==> src/shared/psw_pkg.sv <==
// Purpose: constants and types for the processor supervisor watchdog
// Assumes: 250 MHz clock, synchronous active-low reset
// Notes: long counts are derived from milliseconds at the clock rate
`default_nettype none
package psw_pkg;
  localparam int unsigned CLK_MHZ = 250;
  localparam int unsigned RESET_HOLD_MS = 250;
  localparam int unsigned DEBOUNCE_MS = 250;
  localparam int unsigned WD_SHORT_MS = 250;
  localparam int unsigned WD_MID_MS = 500;
  localparam int unsigned WD_LONG_MS = 1000;
  localparam int unsigned OSC_START_MS = 1000;
  localparam longint unsigned CYC_PER_MS = 64'(CLK_MHZ) * 64'd1000;
  localparam longint unsigned RESET_HOLD_CYC = RESET_HOLD_MS * CYC_PER_MS;
  localparam longint unsigned DEBOUNCE_CYC = DEBOUNCE_MS * CYC_PER_MS;
  localparam longint unsigned WD_SHORT_CYC = WD_SHORT_MS * CYC_PER_MS;
  localparam longint unsigned WD_MID_CYC = WD_MID_MS * CYC_PER_MS;
  localparam longint unsigned WD_LONG_CYC = WD_LONG_MS * CYC_PER_MS;
  localparam longint unsigned OSC_START_CYC = OSC_START_MS * CYC_PER_MS;
  localparam int CNT_W = 32;
  localparam logic [1:0] TD_OFF = 2'h0;
  localparam logic [1:0] TD_SHORT = 2'h1;
  localparam logic [1:0] TD_MID = 2'h2;
  localparam logic [1:0] TD_RESET = 2'h3;
  localparam logic [7:0] WDREG_RESET = 8'h03;
  typedef struct packed {
    logic sram_select_in;
    logic upper_byte_enable_in;
    logic lower_byte_enable_in;
  } psw_sram_req_type;
  typedef struct packed {
    logic upper_sram_select_out;
    logic lower_sram_select_out;
  } psw_sram_sel_type;
endpackage : psw_pkg
`default_nettype wire

==> src/logic/psw_sram_gate.sv <==
// Purpose: gate external SRAM chip selects for word or byte access
// Assumes: selects and enables active low, blocking from supervisor
// Notes: outputs registered, one cycle latency
`default_nettype none
module psw_sram_gate
  import psw_pkg::*;
(
  // clock and reset
  input wire logic clk,
  input wire logic nrst,
  // control
  input wire logic block,
  input wire psw_sram_req_type req,
  // selects to SRAM
  output psw_sram_sel_type sel
);
  typedef struct packed {
    psw_sram_sel_type sel;
  } psw_gate_st_type;
  psw_gate_st_type s_q;
  psw_gate_st_type s_d;

  always_comb begin
    s_d = s_q;
    s_d.sel.upper_sram_select_out = 1'b1;
    s_d.sel.lower_sram_select_out = 1'b1;
    if (!block && !req.sram_select_in) begin
      s_d.sel.upper_sram_select_out = req.upper_byte_enable_in;
      s_d.sel.lower_sram_select_out = req.lower_byte_enable_in;
    end
  end

  always_ff @(posedge clk) begin
    if (!nrst) begin
      s_q <= '1;
    end else begin
      s_q <= s_d;
    end
  end

  assign sel = s_q.sel;

  property p_gate_block;
    @(posedge clk) disable iff (!nrst)
      block |=> sel == 2'b11;
  endproperty
  a_gate_block: assert property (p_gate_block)
    else $error("sram select active while blocked");

  property p_gate_pass;
    @(posedge clk) disable iff (!nrst)
      (!block && !req.sram_select_in) |=>
        sel.upper_sram_select_out == $past(req.upper_byte_enable_in) &&
        sel.lower_sram_select_out == $past(req.lower_byte_enable_in);
  endproperty
  a_gate_pass: assert property (p_gate_pass)
    else $error("sram select does not follow byte enables");
endmodule : psw_sram_gate
`default_nettype wire

==> src/logic/psw_wdog.sv <==
// Purpose: watchdog countdown with selectable period
// Assumes: strobe synchronous to clk
// Notes: expiry is a one-cycle pulse; reset hold is done above
`default_nettype none
module psw_wdog
  import psw_pkg::*;
#(
  parameter logic [CNT_W-1:0] SHORT_CYC = CNT_W'(WD_SHORT_CYC),
  parameter logic [CNT_W-1:0] MID_CYC = CNT_W'(WD_MID_CYC),
  parameter logic [CNT_W-1:0] LONG_CYC = CNT_W'(WD_LONG_CYC)
) (
  // clock and reset
  input wire logic clk,
  input wire logic nrst,
  // control
  input wire logic [1:0] timeout_code,
  input wire logic hold,
  input wire logic watchdog_strobe,
  // event
  output logic expired
);
  typedef struct packed {
    logic [CNT_W-1:0] cnt;
    logic strobe;
    logic expired;
  } psw_wd_st_type;
  psw_wd_st_type s_q;
  psw_wd_st_type s_d;

  function automatic logic [CNT_W-1:0] period(input logic [1:0] code);
    unique case (code)
      TD_SHORT: period = SHORT_CYC;
      TD_MID: period = MID_CYC;
      default: period = LONG_CYC;
    endcase
  endfunction : period

  logic fall;
  assign fall = s_q.strobe && !watchdog_strobe;

  always_comb begin
    s_d = s_q;
    s_d.strobe = watchdog_strobe;
    s_d.expired = 1'b0;
    if (timeout_code == TD_OFF) begin
      s_d.cnt = period(timeout_code);
    end else if (hold) begin
      s_d.cnt = period(timeout_code);
    end else if (fall) begin
      s_d.cnt = period(timeout_code);
    end else if (s_q.cnt <= CNT_W'(1)) begin
      s_d.expired = 1'b1;
      s_d.cnt = period(timeout_code);
    end else begin
      s_d.cnt = s_q.cnt - CNT_W'(1);
    end
  end

  always_ff @(posedge clk) begin
    if (!nrst) begin
      s_q <= '{cnt: LONG_CYC, strobe: 1'b1, expired: 1'b0};
    end else begin
      s_q <= s_d;
    end
  end

  assign expired = s_q.expired;

  property p_wd_off;
    @(posedge clk) disable iff (!nrst)
      timeout_code == TD_OFF |=> !expired;
  endproperty
  a_wd_off: assert property (p_wd_off)
    else $error("watchdog fired while disabled");

  property p_wd_kick;
    @(posedge clk) disable iff (!nrst)
      (fall && !hold && timeout_code != TD_OFF) |=>
        s_q.cnt == period($past(timeout_code));
  endproperty
  a_wd_kick: assert property (p_wd_kick)
    else $error("strobe edge did not restart countdown");
endmodule : psw_wdog
`default_nettype wire

==> src/logic/psw_supervisor.sv <==
// Purpose: processor supervisor: power-fail reset, pushbutton, watchdog,
//   SRAM select gating
// Assumes: power_fail and reset line inputs synchronous to clk
// Notes: reset line is open drain; reading it returns the wire level
//
// Notes on behaviour
// - chip select low passes byte enables to upper and lower selects
// - power fail forces both SRAM selects high
// - SRAM stays blocked until power-up reset delay ends
// - power fail asserts processor reset at once
// - reset held 250 ms after supply returns
// - oscillator disable adds oscillator startup time to hold
// - outside a reset cycle, watch reset line for falling edge
// - on button edge, pull line low and debounce 250 ms
// - still low: wait for release, then hold low 250 ms
// - timeout code 01, 10, 11 give 250, 500, 1000 ms
// - timeout code 00 disables the watchdog
// - countdown starts when processor reset goes inactive
// - after power-up, watchdog enabled at 1000 ms
// - strobe falling edge restarts full countdown
// - watchdog expiry asserts reset for 250 ms
// - watchdog register: code in bits 1:0, upper bits read zero
`default_nettype none
module psw_supervisor
  import psw_pkg::*;
#(
  parameter logic [CNT_W-1:0] HOLD_CYC = CNT_W'(RESET_HOLD_CYC),
  parameter logic [CNT_W-1:0] DEB_CYC = CNT_W'(DEBOUNCE_CYC),
  parameter logic [CNT_W-1:0] OSC_CYC = CNT_W'(OSC_START_CYC),
  parameter logic [CNT_W-1:0] WD_SHORT = CNT_W'(WD_SHORT_CYC),
  parameter logic [CNT_W-1:0] WD_MID = CNT_W'(WD_MID_CYC),
  parameter logic [CNT_W-1:0] WD_LONG = CNT_W'(WD_LONG_CYC)
) (
  // clock and reset
  input wire logic clk,
  input wire logic nrst,
  // supply monitor
  input wire logic power_fail,
  input wire logic oscillator_disable,
  // watchdog register port
  input wire logic wdreg_we,
  input wire logic [7:0] wdreg_wdata,
  output logic [7:0] wdreg_rdata,
  // watchdog strobe
  input wire logic watchdog_strobe,
  // processor reset line, open drain, active low
  input wire logic cpu_reset_n_in,
  output logic cpu_reset_n_out,
  output logic cpu_reset_n_oe,
  // SRAM selects
  input wire psw_sram_req_type sram_req,
  output psw_sram_sel_type sram_sel
);
  typedef enum logic [2:0] {
    ST_IDLE, ST_PWR, ST_DEBOUNCE, ST_WAIT_REL, ST_HOLD
  } psw_state_type;

  typedef struct packed {
    psw_state_type state;
    logic [CNT_W-1:0] cnt;
    logic [1:0] td;
    logic line_prev;
    logic pwr_block;
    logic drive;
    logic [7:0] rdata;
  } psw_st_type;
  psw_st_type s_q;
  psw_st_type s_d;

  logic wd_expired;
  logic line_fall;
  logic line_rise;
  logic in_reset;

  // sampled wire level; our own drive also pulls it low
  assign line_fall = s_q.line_prev && !cpu_reset_n_in;
  assign line_rise = !s_q.line_prev && cpu_reset_n_in;
  assign in_reset = s_q.state != ST_IDLE;

  always_comb begin
    s_d = s_q;
    s_d.line_prev = cpu_reset_n_in;
    if (wdreg_we) begin
      s_d.td = wdreg_wdata[1:0];
    end
    s_d.rdata = {6'h00, s_d.td};
    unique case (s_q.state)
      ST_IDLE: begin
        if (line_fall) begin
          s_d.state = ST_DEBOUNCE;
          s_d.cnt = DEB_CYC;
        end else if (wd_expired) begin
          s_d.state = ST_HOLD;
          s_d.cnt = HOLD_CYC;
        end
      end
      ST_PWR: begin
        if (!power_fail) begin
          s_d.state = ST_HOLD;
          // the extra startup time covers a stopped oscillator
          s_d.cnt = oscillator_disable ? HOLD_CYC + OSC_CYC
                                       : HOLD_CYC;
        end
      end
      ST_DEBOUNCE: begin
        if (s_q.cnt <= CNT_W'(1)) begin
          // line stays pulled until we release and sample
          s_d.state = ST_WAIT_REL;
        end else begin
          s_d.cnt = s_q.cnt - CNT_W'(1);
        end
      end
      ST_WAIT_REL: begin
        // first cycle here our drive is off; a high line is a release
        if (cpu_reset_n_in && s_q.drive) begin
          s_d.state = ST_WAIT_REL;
        end else if (cpu_reset_n_in && (line_rise || s_q.line_prev)) begin
          s_d.state = ST_HOLD;
          s_d.cnt = HOLD_CYC;
        end
      end
      ST_HOLD: begin
        if (s_q.cnt <= CNT_W'(1)) begin
          s_d.state = ST_IDLE;
          s_d.pwr_block = 1'b0;
        end else begin
          s_d.cnt = s_q.cnt - CNT_W'(1);
        end
      end
      default: s_d.state = ST_IDLE;
    endcase
    if (power_fail) begin
      s_d.state = ST_PWR;
      s_d.pwr_block = 1'b1;
      s_d.cnt = HOLD_CYC;
    end
    // drive low in every reset state except while sampling for release
    s_d.drive = s_d.state != ST_IDLE && s_d.state != ST_WAIT_REL;
  end

  always_ff @(posedge clk) begin
    if (!nrst) begin
      s_q.state <= ST_PWR;
      s_q.cnt <= HOLD_CYC;
      s_q.td <= TD_RESET;
      s_q.line_prev <= 1'b1;
      s_q.pwr_block <= 1'b1;
      s_q.drive <= 1'b1;
      s_q.rdata <= WDREG_RESET;
    end else begin
      s_q <= s_d;
    end
  end

  assign cpu_reset_n_out = 1'b0;
  assign cpu_reset_n_oe = s_q.drive;
  assign wdreg_rdata = s_q.rdata;

  psw_wdog #(
    .SHORT_CYC(WD_SHORT),
    .MID_CYC(WD_MID),
    .LONG_CYC(WD_LONG)
  ) u_wdog (
    .clk(clk),
    .nrst(nrst),
    .timeout_code(s_q.td),
    .hold(in_reset || !cpu_reset_n_in),
    .watchdog_strobe(watchdog_strobe),
    .expired(wd_expired)
  );

  psw_sram_gate u_gate (
    .clk(clk),
    .nrst(nrst),
    .block(s_q.pwr_block || power_fail),
    .req(sram_req),
    .sel(sram_sel)
  );

  property p_pf_reset;
    @(posedge clk) disable iff (!nrst)
      power_fail |=> cpu_reset_n_oe;
  endproperty
  a_pf_reset: assert property (p_pf_reset)
    else $error("power fail did not assert reset");

  property p_hold_len;
    @(posedge clk) disable iff (!nrst)
      (s_q.state == ST_HOLD && !power_fail) |=> s_q.state == ST_HOLD ||
        (s_q.state == ST_IDLE && $past(s_q.cnt) <= CNT_W'(1));
  endproperty
  a_hold_len: assert property (p_hold_len)
    else $error("reset hold ended early");

  property p_osc_ext;
    @(posedge clk) disable iff (!nrst)
      (s_q.state == ST_PWR && !power_fail && oscillator_disable) |=>
        s_q.cnt == HOLD_CYC + OSC_CYC;
  endproperty
  a_osc_ext: assert property (p_osc_ext)
    else $error("oscillator startup not added to hold");

  property p_btn;
    @(posedge clk) disable iff (!nrst)
      (s_q.state == ST_IDLE && line_fall && !power_fail) |=>
        s_q.state == ST_DEBOUNCE && cpu_reset_n_oe && s_q.cnt == DEB_CYC;
  endproperty
  a_btn: assert property (p_btn)
    else $error("button edge not debounced");

  property p_wd_fire;
    @(posedge clk) disable iff (!nrst)
      (s_q.state == ST_IDLE && wd_expired && !line_fall && !power_fail)
        |=> s_q.state == ST_HOLD && s_q.cnt == HOLD_CYC ##1 cpu_reset_n_oe;
  endproperty
  a_wd_fire: assert property (p_wd_fire)
    else $error("watchdog expiry did not assert reset");

  property p_reg_read;
    @(posedge clk) disable iff (!nrst)
      wdreg_we |=> wdreg_rdata == {6'h00, $past(wdreg_wdata[1:0])};
  endproperty
  a_reg_read: assert property (p_reg_read)
    else $error("watchdog register readback wrong");

  property p_block_recover;
    @(posedge clk) disable iff (!nrst)
      (s_q.state == ST_HOLD && s_q.pwr_block) |=> sram_sel == 2'b11;
  endproperty
  a_block_recover: assert property (p_block_recover)
    else $error("sram access during power-up delay");

  property p_wd_held;
    @(posedge clk) disable iff (!nrst)
      in_reset |=> !wd_expired;
  endproperty
  a_wd_held: assert property (p_wd_held)
    else $error("watchdog ran during reset");
endmodule : psw_supervisor
`default_nettype wire

==> config.mk <==
export PLATFORM = sky130hd
export DESIGN_NAME = psw_supervisor
export DESIGN_NICKNAME = d
export VERILOG_FILES = /design/src/shared/psw_pkg.sv /design/src/logic/psw_sram_gate.sv /design/src/logic/psw_wdog.sv /design/src/logic/psw_supervisor.sv
export SDC_FILE = /design/constraint.sdc
export NUM_CORES = 1
export LEC_CHECK = 0
export CAP_MARGIN = 20
export CORE_UTILIZATION = 50
export CTS_CLUSTER_SIZE = 25
export DETAILED_ROUTE_END_ITERATION = 12
export DONT_BUFFER_PORTS = 1
export MAX_ROUTING_LAYER = met4
export SYNTH_ARGS = -nofsm -noshare
export SYNTH_HDL_FRONTEND = slang
export SYNTH_SLANG_ARGS = --single-unit
==> constraint.sdc <==
create_clock -name clk -period 3.3 [get_ports clk]
set_input_delay 0.165 -clock clk [delete_from_list [all_inputs] [get_ports clk]]
set_output_delay 0.165 -clock clk [all_outputs]
set_load 0.1 [all_outputs]
# Yosys cells after proc, flatten, opt, wreduce, memory -nomap -nowiden
# Index checks and enable logic that the tools add are counted.
[word_totals]
regBits = 82
output_inout_bits = 12
[classes]
n_reduce_logical = 26
add_sub_neg = 2
muxes = 19
magnitude_cmp = 2
bitwise_logic = 1
eq_ne = 11
[op_table]
columns = ["operator", "n"]
rows = [
  ["32-bit 2-to-1 mux", 6],
  ["35-bit 2-to-1 mux", 4],
  ["32-bit one-hot mux with 4 select lines", 1],
  ["32-bit by 1-bit less-or-equal comparator with 1-bit output, second input constant", 2],
  ["32-bit by 1-bit subtractor with 32-bit output, second input constant", 2],
  ["28-bit one-hot mux with 2 select lines", 1],
  ["29-bit 2-to-1 mux", 1],
  ["3-bit one-hot mux with 5 select lines", 1],
  ["3-bit 2-to-1 mux", 3],
  ["1-bit logical AND", 7],
  ["3-bit by 2-bit == test with 1-bit output, second input constant", 2],
  ["2-bit inequality test, second input constant", 3],
  ["3-bit by 2-bit inequality test with 1-bit output, second input constant", 2],
  ["3-bit nonzero test", 2],
  ["1-bit logical NOT", 5],
  ["5-bit AND reduction", 1],
  ["2-bit AND reduction", 2],
  ["4-bit nonzero test", 1],
  ["2-bit OR reduction", 2],
  ["4-bit OR reduction", 1],
  ["3-bit by 1-bit == test with 1-bit output, second input constant", 1],
  ["3-bit == test, second input constant", 1],
  ["3-bit logical NOT", 1],
  ["1-bit logical OR", 3],
  ["other kinds (6)", 6],
]

# Depth between registers and ports, before layout
[depth]
depth_word = 10
depth_mapped = 9
ltp_nobuf = 7

# By module
# From an unflattened synthesis, not the netlist that was laid out.
[unflattened]
hier_cells = 518
area_unflattened_um2 = 4394.2
[modules_own_cells]
columns = ["module", "seq_area_each_um2", "area_each_um2", "cells_per_inst", "instances"]
rows = [
  ["psw_supervisor", 800.8, 2595.0, 317, 1],
  ["psw_wdog", 680.7, 1739.2, 197, 1],
  ["psw_sram_gate", 40.0, 60.1, 4, 1],
]

# Worst setup path before layout
# OpenSTA, ideal clock, no wires.
[synth_timing]
path_type = "register to register"
start = "register s_q (netlist bit cpu_reset_n_oe)"
end = "register s_q[27] (netlist bit)"
required_time_ns = 3.166
slack_ns = 0.956
arrival_time_ns = 2.209
synth_period_minus_slack_ns = 2.344
stages_incl_launch_ff = 8
cell_sequence = "dfxtp_1 -> nand2b_1 -> a31oi_1 -> nand2_1 -> clkbuf_1 -> clkbuf_1 -> o311ai_0 -> o31ai_1"
[synth_between]
elab_chain_cells = 3
[synth_lines]
columns = ["item", "line_no", "text"]
rows = [
  ["from (decl)", "psw_supervisor.sv:67", "psw_st_type s_q;"],
  ["1-bit logical AND", "psw_supervisor.sv:115", "if (cpu_reset_n_in && s_q.drive) begin"],
  ["2-bit inequality test (no line)", "n/a", ""],
  ["5-bit AND reduction (no line)", "n/a", ""],
]
# No other way between the ends.
# A chain may end at the register's enable or synchronous reset.

# Worst setup path in the final report
[layout_timing]
start = "register u_wdog.s_q[12] (netlist bit)"
end = "register u_wdog.s_q[28] (netlist bit)"
[layout_between]
elab_chain_cells = 5
elab_cells_between_ends = 6
cone_classes = "1 x add/sub; 1 x order compare; 4 x mux"
[layout_lines]
columns = ["item", "line_no", "text"]
rows = [
  ["from (decl)", "psw_wdog.sv:27", "psw_wd_st_type s_q;"],
  ["from (signal assigned)", "psw_wdog.sv:61", "s_q <= '{cnt: LONG_CYC, strobe: 1'b1, expired: 1'b0};"],
  ["32-bit by 1-bit subtractor with 32-bit output or 32-bit by 1-bit less-or-equal comparator with 1-bit output (tied branches)", "psw_wdog.sv:55, psw_wdog.sv:51", ""],
  ["32-bit 2-to-1 mux (*)", "psw_wdog.sv:51", "end else if (s_q.cnt <= CNT_W'(1)) begin"],
  ["32-bit 2-to-1 mux (*)", "psw_wdog.sv:49", "end else if (fall) begin"],
  ["32-bit 2-to-1 mux (*)", "psw_wdog.sv:47", "end else if (hold) begin"],
  ["32-bit 2-to-1 mux (*)", "psw_wdog.sv:45", "if (timeout_code == TD_OFF) begin"],
]
# Every way passes the cells marked *; elsewhere a longest branch is shown, timed or not.

==> results.toml <==
[setup_path]
critPathBufInv = 0
path_max_fanout = 19
endpoint_kind = "flip-flop"
crit_top_cell = "or4_1"
crit_type = "reg -> reg"
cp_data_required_time_ns = 3.51
cp_slowest_cell = "or4_1"
worst_setup_path_start_kind = "flip-flop"
cp.arrival_ns = 3.04
path_cells = "or4_1 -> nand4b_4 -> or4_1 -> a21boi_2 -> a22oi_1"
slowest_delay_ns = 0.85
critPathTopFamily = "simple AND/OR/NAND/NOR gates"

[finish]
final_common_cell = "dfxtp_1"
final_cell_mix = "76 x dfxtp_1, 43 x nor2_1, 31 x nor3_1, 28 x a21oi_1, 26 x or4_1"
post-route-util_pct = 57.5
drive_gt1_share_pct = 10.8
nFillCells = 754
nNetsFinal = 549
syn2layout_area_growth_pct = 10.6
diodes = 0

[detailed_routing]
drc = 0
drt_iter0_markers = 205
dr.pass1.iters = 5
vias_per_cell = 6.29
avgRoutedWirePerCell_um = 17.5
vias = 3974
wirelength_um = 11000
detail-route-antenna-nets = 0

[cts]
clock_path_buffers = 2
clk_latency_ns = 0.37
cts-root-buf = "clkbuf_8"
htree_levels = 3
cts.sinks = 76
hold_buffers = 11
cts-buffers-inserted = 9
clkTransAtPathRegs_ns = 0.09
post_cts_buffers = 0
cts_tree = "built"
post_cts_resized = 0

[synthesis]
synth_area_leaders = "dfxtp_1 35%, xnor2_1 4.7%, or4_1 4.5%, nor2_1 3.8%, nor3_1 3.6%"
synthesis.area_um2 = 4290
yosys.area.top_type = "dfxtp_1"
syn-instance-count = 515
synth_seq_cells = 76
seq_area_frac_synth_pct = 35.4
synth.avg_cell_area_um2 = 8.34
synth_top_cell_area_share_pct = 35.4
synth-edff-count = 0
async_reset_ff_share_pct = 0
ys_types = 58
yosys_warnings = 0
ys.flop_type = "dfxtp_1"

[global_route]
grtUsageTotal_pct = 26.3
grt_max_degree = 23
first_global_vias = 3648
antenna_found_initial = 0
grt_pass1_wl_um = 17700
overflow = 0

[sta]
finalCriticalPeriod_ns = 2.83
skew_ns = 0.0104
slew_violations = 0
hold_violations = 0
tightestPinTransition_ns = 1.01
fmax_mhz = 353
setup_tns_ns = 0
setup_viol = 0
rsz0062_at_grt = "false"
finalCritPeriodShare_pct = 85.9
relSlewSlack_pct = 32.7

[die]
ios = 30
dieHeight_um = 94.7
core-area_um2 = 8260
die_area_um2 = 8960
fp.dieW_um = 94.7
start_util_pct = 52.0
rows = 33

[placement]
gp_congestion = 0.850
hpwl_um = 7510
portBuffers = 0

[hold_path]
hold_path.class = "in -> reg"

[run]
max-cap-violations = 0

[run_status]
outcome = "finished, final reports clean"

[power_and_ir_drop]
power.leakage_uw = 0.00156
ir_worst_vdd_mv = 0.275
powerDensity_nw_per_um2 = 464
metal layers:
| metal | global-route usage [%] | share of wire (%) | wire (µm) | up-vias |
|---|---|---|---|---|
| met5 | - | 0 | 0 | - |
| met4 | 14.6 | 3.7 | 411 | 0 |
| met3 | 4.35 | 3.6 | 398 | 27 |
| met2 | 42.4 | 48 | 5340 | 106 |
| met1 | 31.1 | 44 | 4890 | 1879 |
| li1 | - | - | - | 1962 |
state kept, by name, summed over array words and instances, names as in the netlist:
name and flops:
s_q 37, wdreg_rdata 2, cpu_reset_n_oe 1, u_wdog.expired 1, u_gate.sel 2, u_wdog.s_q 33
path summary, 6_finish.rpt:
| check | start | endpoint | slack [ns] | cells after the start |
|---|---|---|---|---|
| hold / removal | nrst | u_wdog.s_q[3]$_SDFF_PP0_ | 0.04 | 2 |
| setup / recovery | u_wdog.s_q[12]$_SDFF_PN0_ | u_wdog.s_q[28]$_SDFF_PN1_ | 0.47 | 5 |
| hold reg to reg | s_q[9]$_SDFFE_PP1P_ | s_q[9]$_SDFFE_PP1P_ | 0.47 | 2 |
| setup reg to reg | u_wdog.s_q[12]$_SDFF_PN0_ | u_wdog.s_q[28]$_SDFF_PN1_ | 0.47 | 5 |
Yosys cell counts (9+ instances only):
| cell type | n |
|---|---|
| xnor2_1 | 23 |
| nor4_1 | 24 |
| or3_1 | 13 |
| inv_1 | 13 |
| nor2_1 | 43 |
| or4_1 | 26 |
| clkbuf_1 | 23 |
| o211ai_1 | 18 |
| nand3_1 | 9 |
| nand2b_1 | 9 |
| nor3_1 | 31 |
| nand2_1 | 22 |
| buf_4 | 11 |
| ha_1 | 9 |
| dfxtp_1 | 76 |
| a211oi_1 | 10 |
| o31ai_1 | 19 |
| o21ai_0 | 12 |
| a21oi_1 | 28 |
cells by family (layout without fill, tap and decap cells):
kind of cell / after synthesis / count (layout) / share of synthesized area, %
adder cells (fa/ha/maj): 9 / 9 / 2.62
AND/OR/NAND/NOR: 219 / 219 / 29.6
flip-flops: 76 / 76 / 35.4
buffers and inverters: 51 / 57 / 5.51
XOR/XNOR: 27 / 27 / 5.51
multiplexers: 1 / 1 / 0.233
AO/OA/AOI/OAI: 131 / 131 / 21.0
other: 1 / 7 / 0.0874
metrics by stage:
step / hold slack (ns) / total power [µW] / setup slack (ns) / instance area [µm²] / instances
2_1_floorplan: 0.266 / 1260 / 0.956 / 4320 / 521
3_3_place_gp: 0.241 / 1320 / 0.543 / 4390 / 605
3_5_place_dp: 0.245 / 1320 / 0.521 / 4390 / 605
4_1_cts: 0.0277 / 2220 / 0.491 / 4750 / 632
5_1_grt: 0.0389 / 2280 / 0.341 / 4750 / 632
6_report: 0.0380 / 2200 / 0.467 / 4750 / 632
where the power goes:
part	total [µW]	leakage, µW	switching, µW	internal, µW
Clock	886	0.000116	381	506
Sequential	1000	0.000621	43.6	957
Combinational	317	0.000821	210	107
worst reg2reg max path: stages (launching register included):
cell,delay (ns)
dfxtp_1,0.33
or4_1,0.63
nand4b_4,0.40
or4_1,0.85
a21boi_2,0.33
a22oi_1,0.12
area by class of cell:
| type | count | area [µm²] | share of cell area (%) |
|---|---|---|---|
| clock buffers | 9 | 124 | 2.61 |
| repair buffers | 28 | 238 | 5.01 |
| multi-input cells | 394 | 2560 | 54.0 |
| inverters | 13 | 48.8 | 1.03 |
| clock inverters | 7 | 123 | 2.58 |
| flip-flops and latches | 76 | 1520 | 32.0 |
| well taps | 105 | 131 | 2.77 |
(Power assumes the default switching activity.)
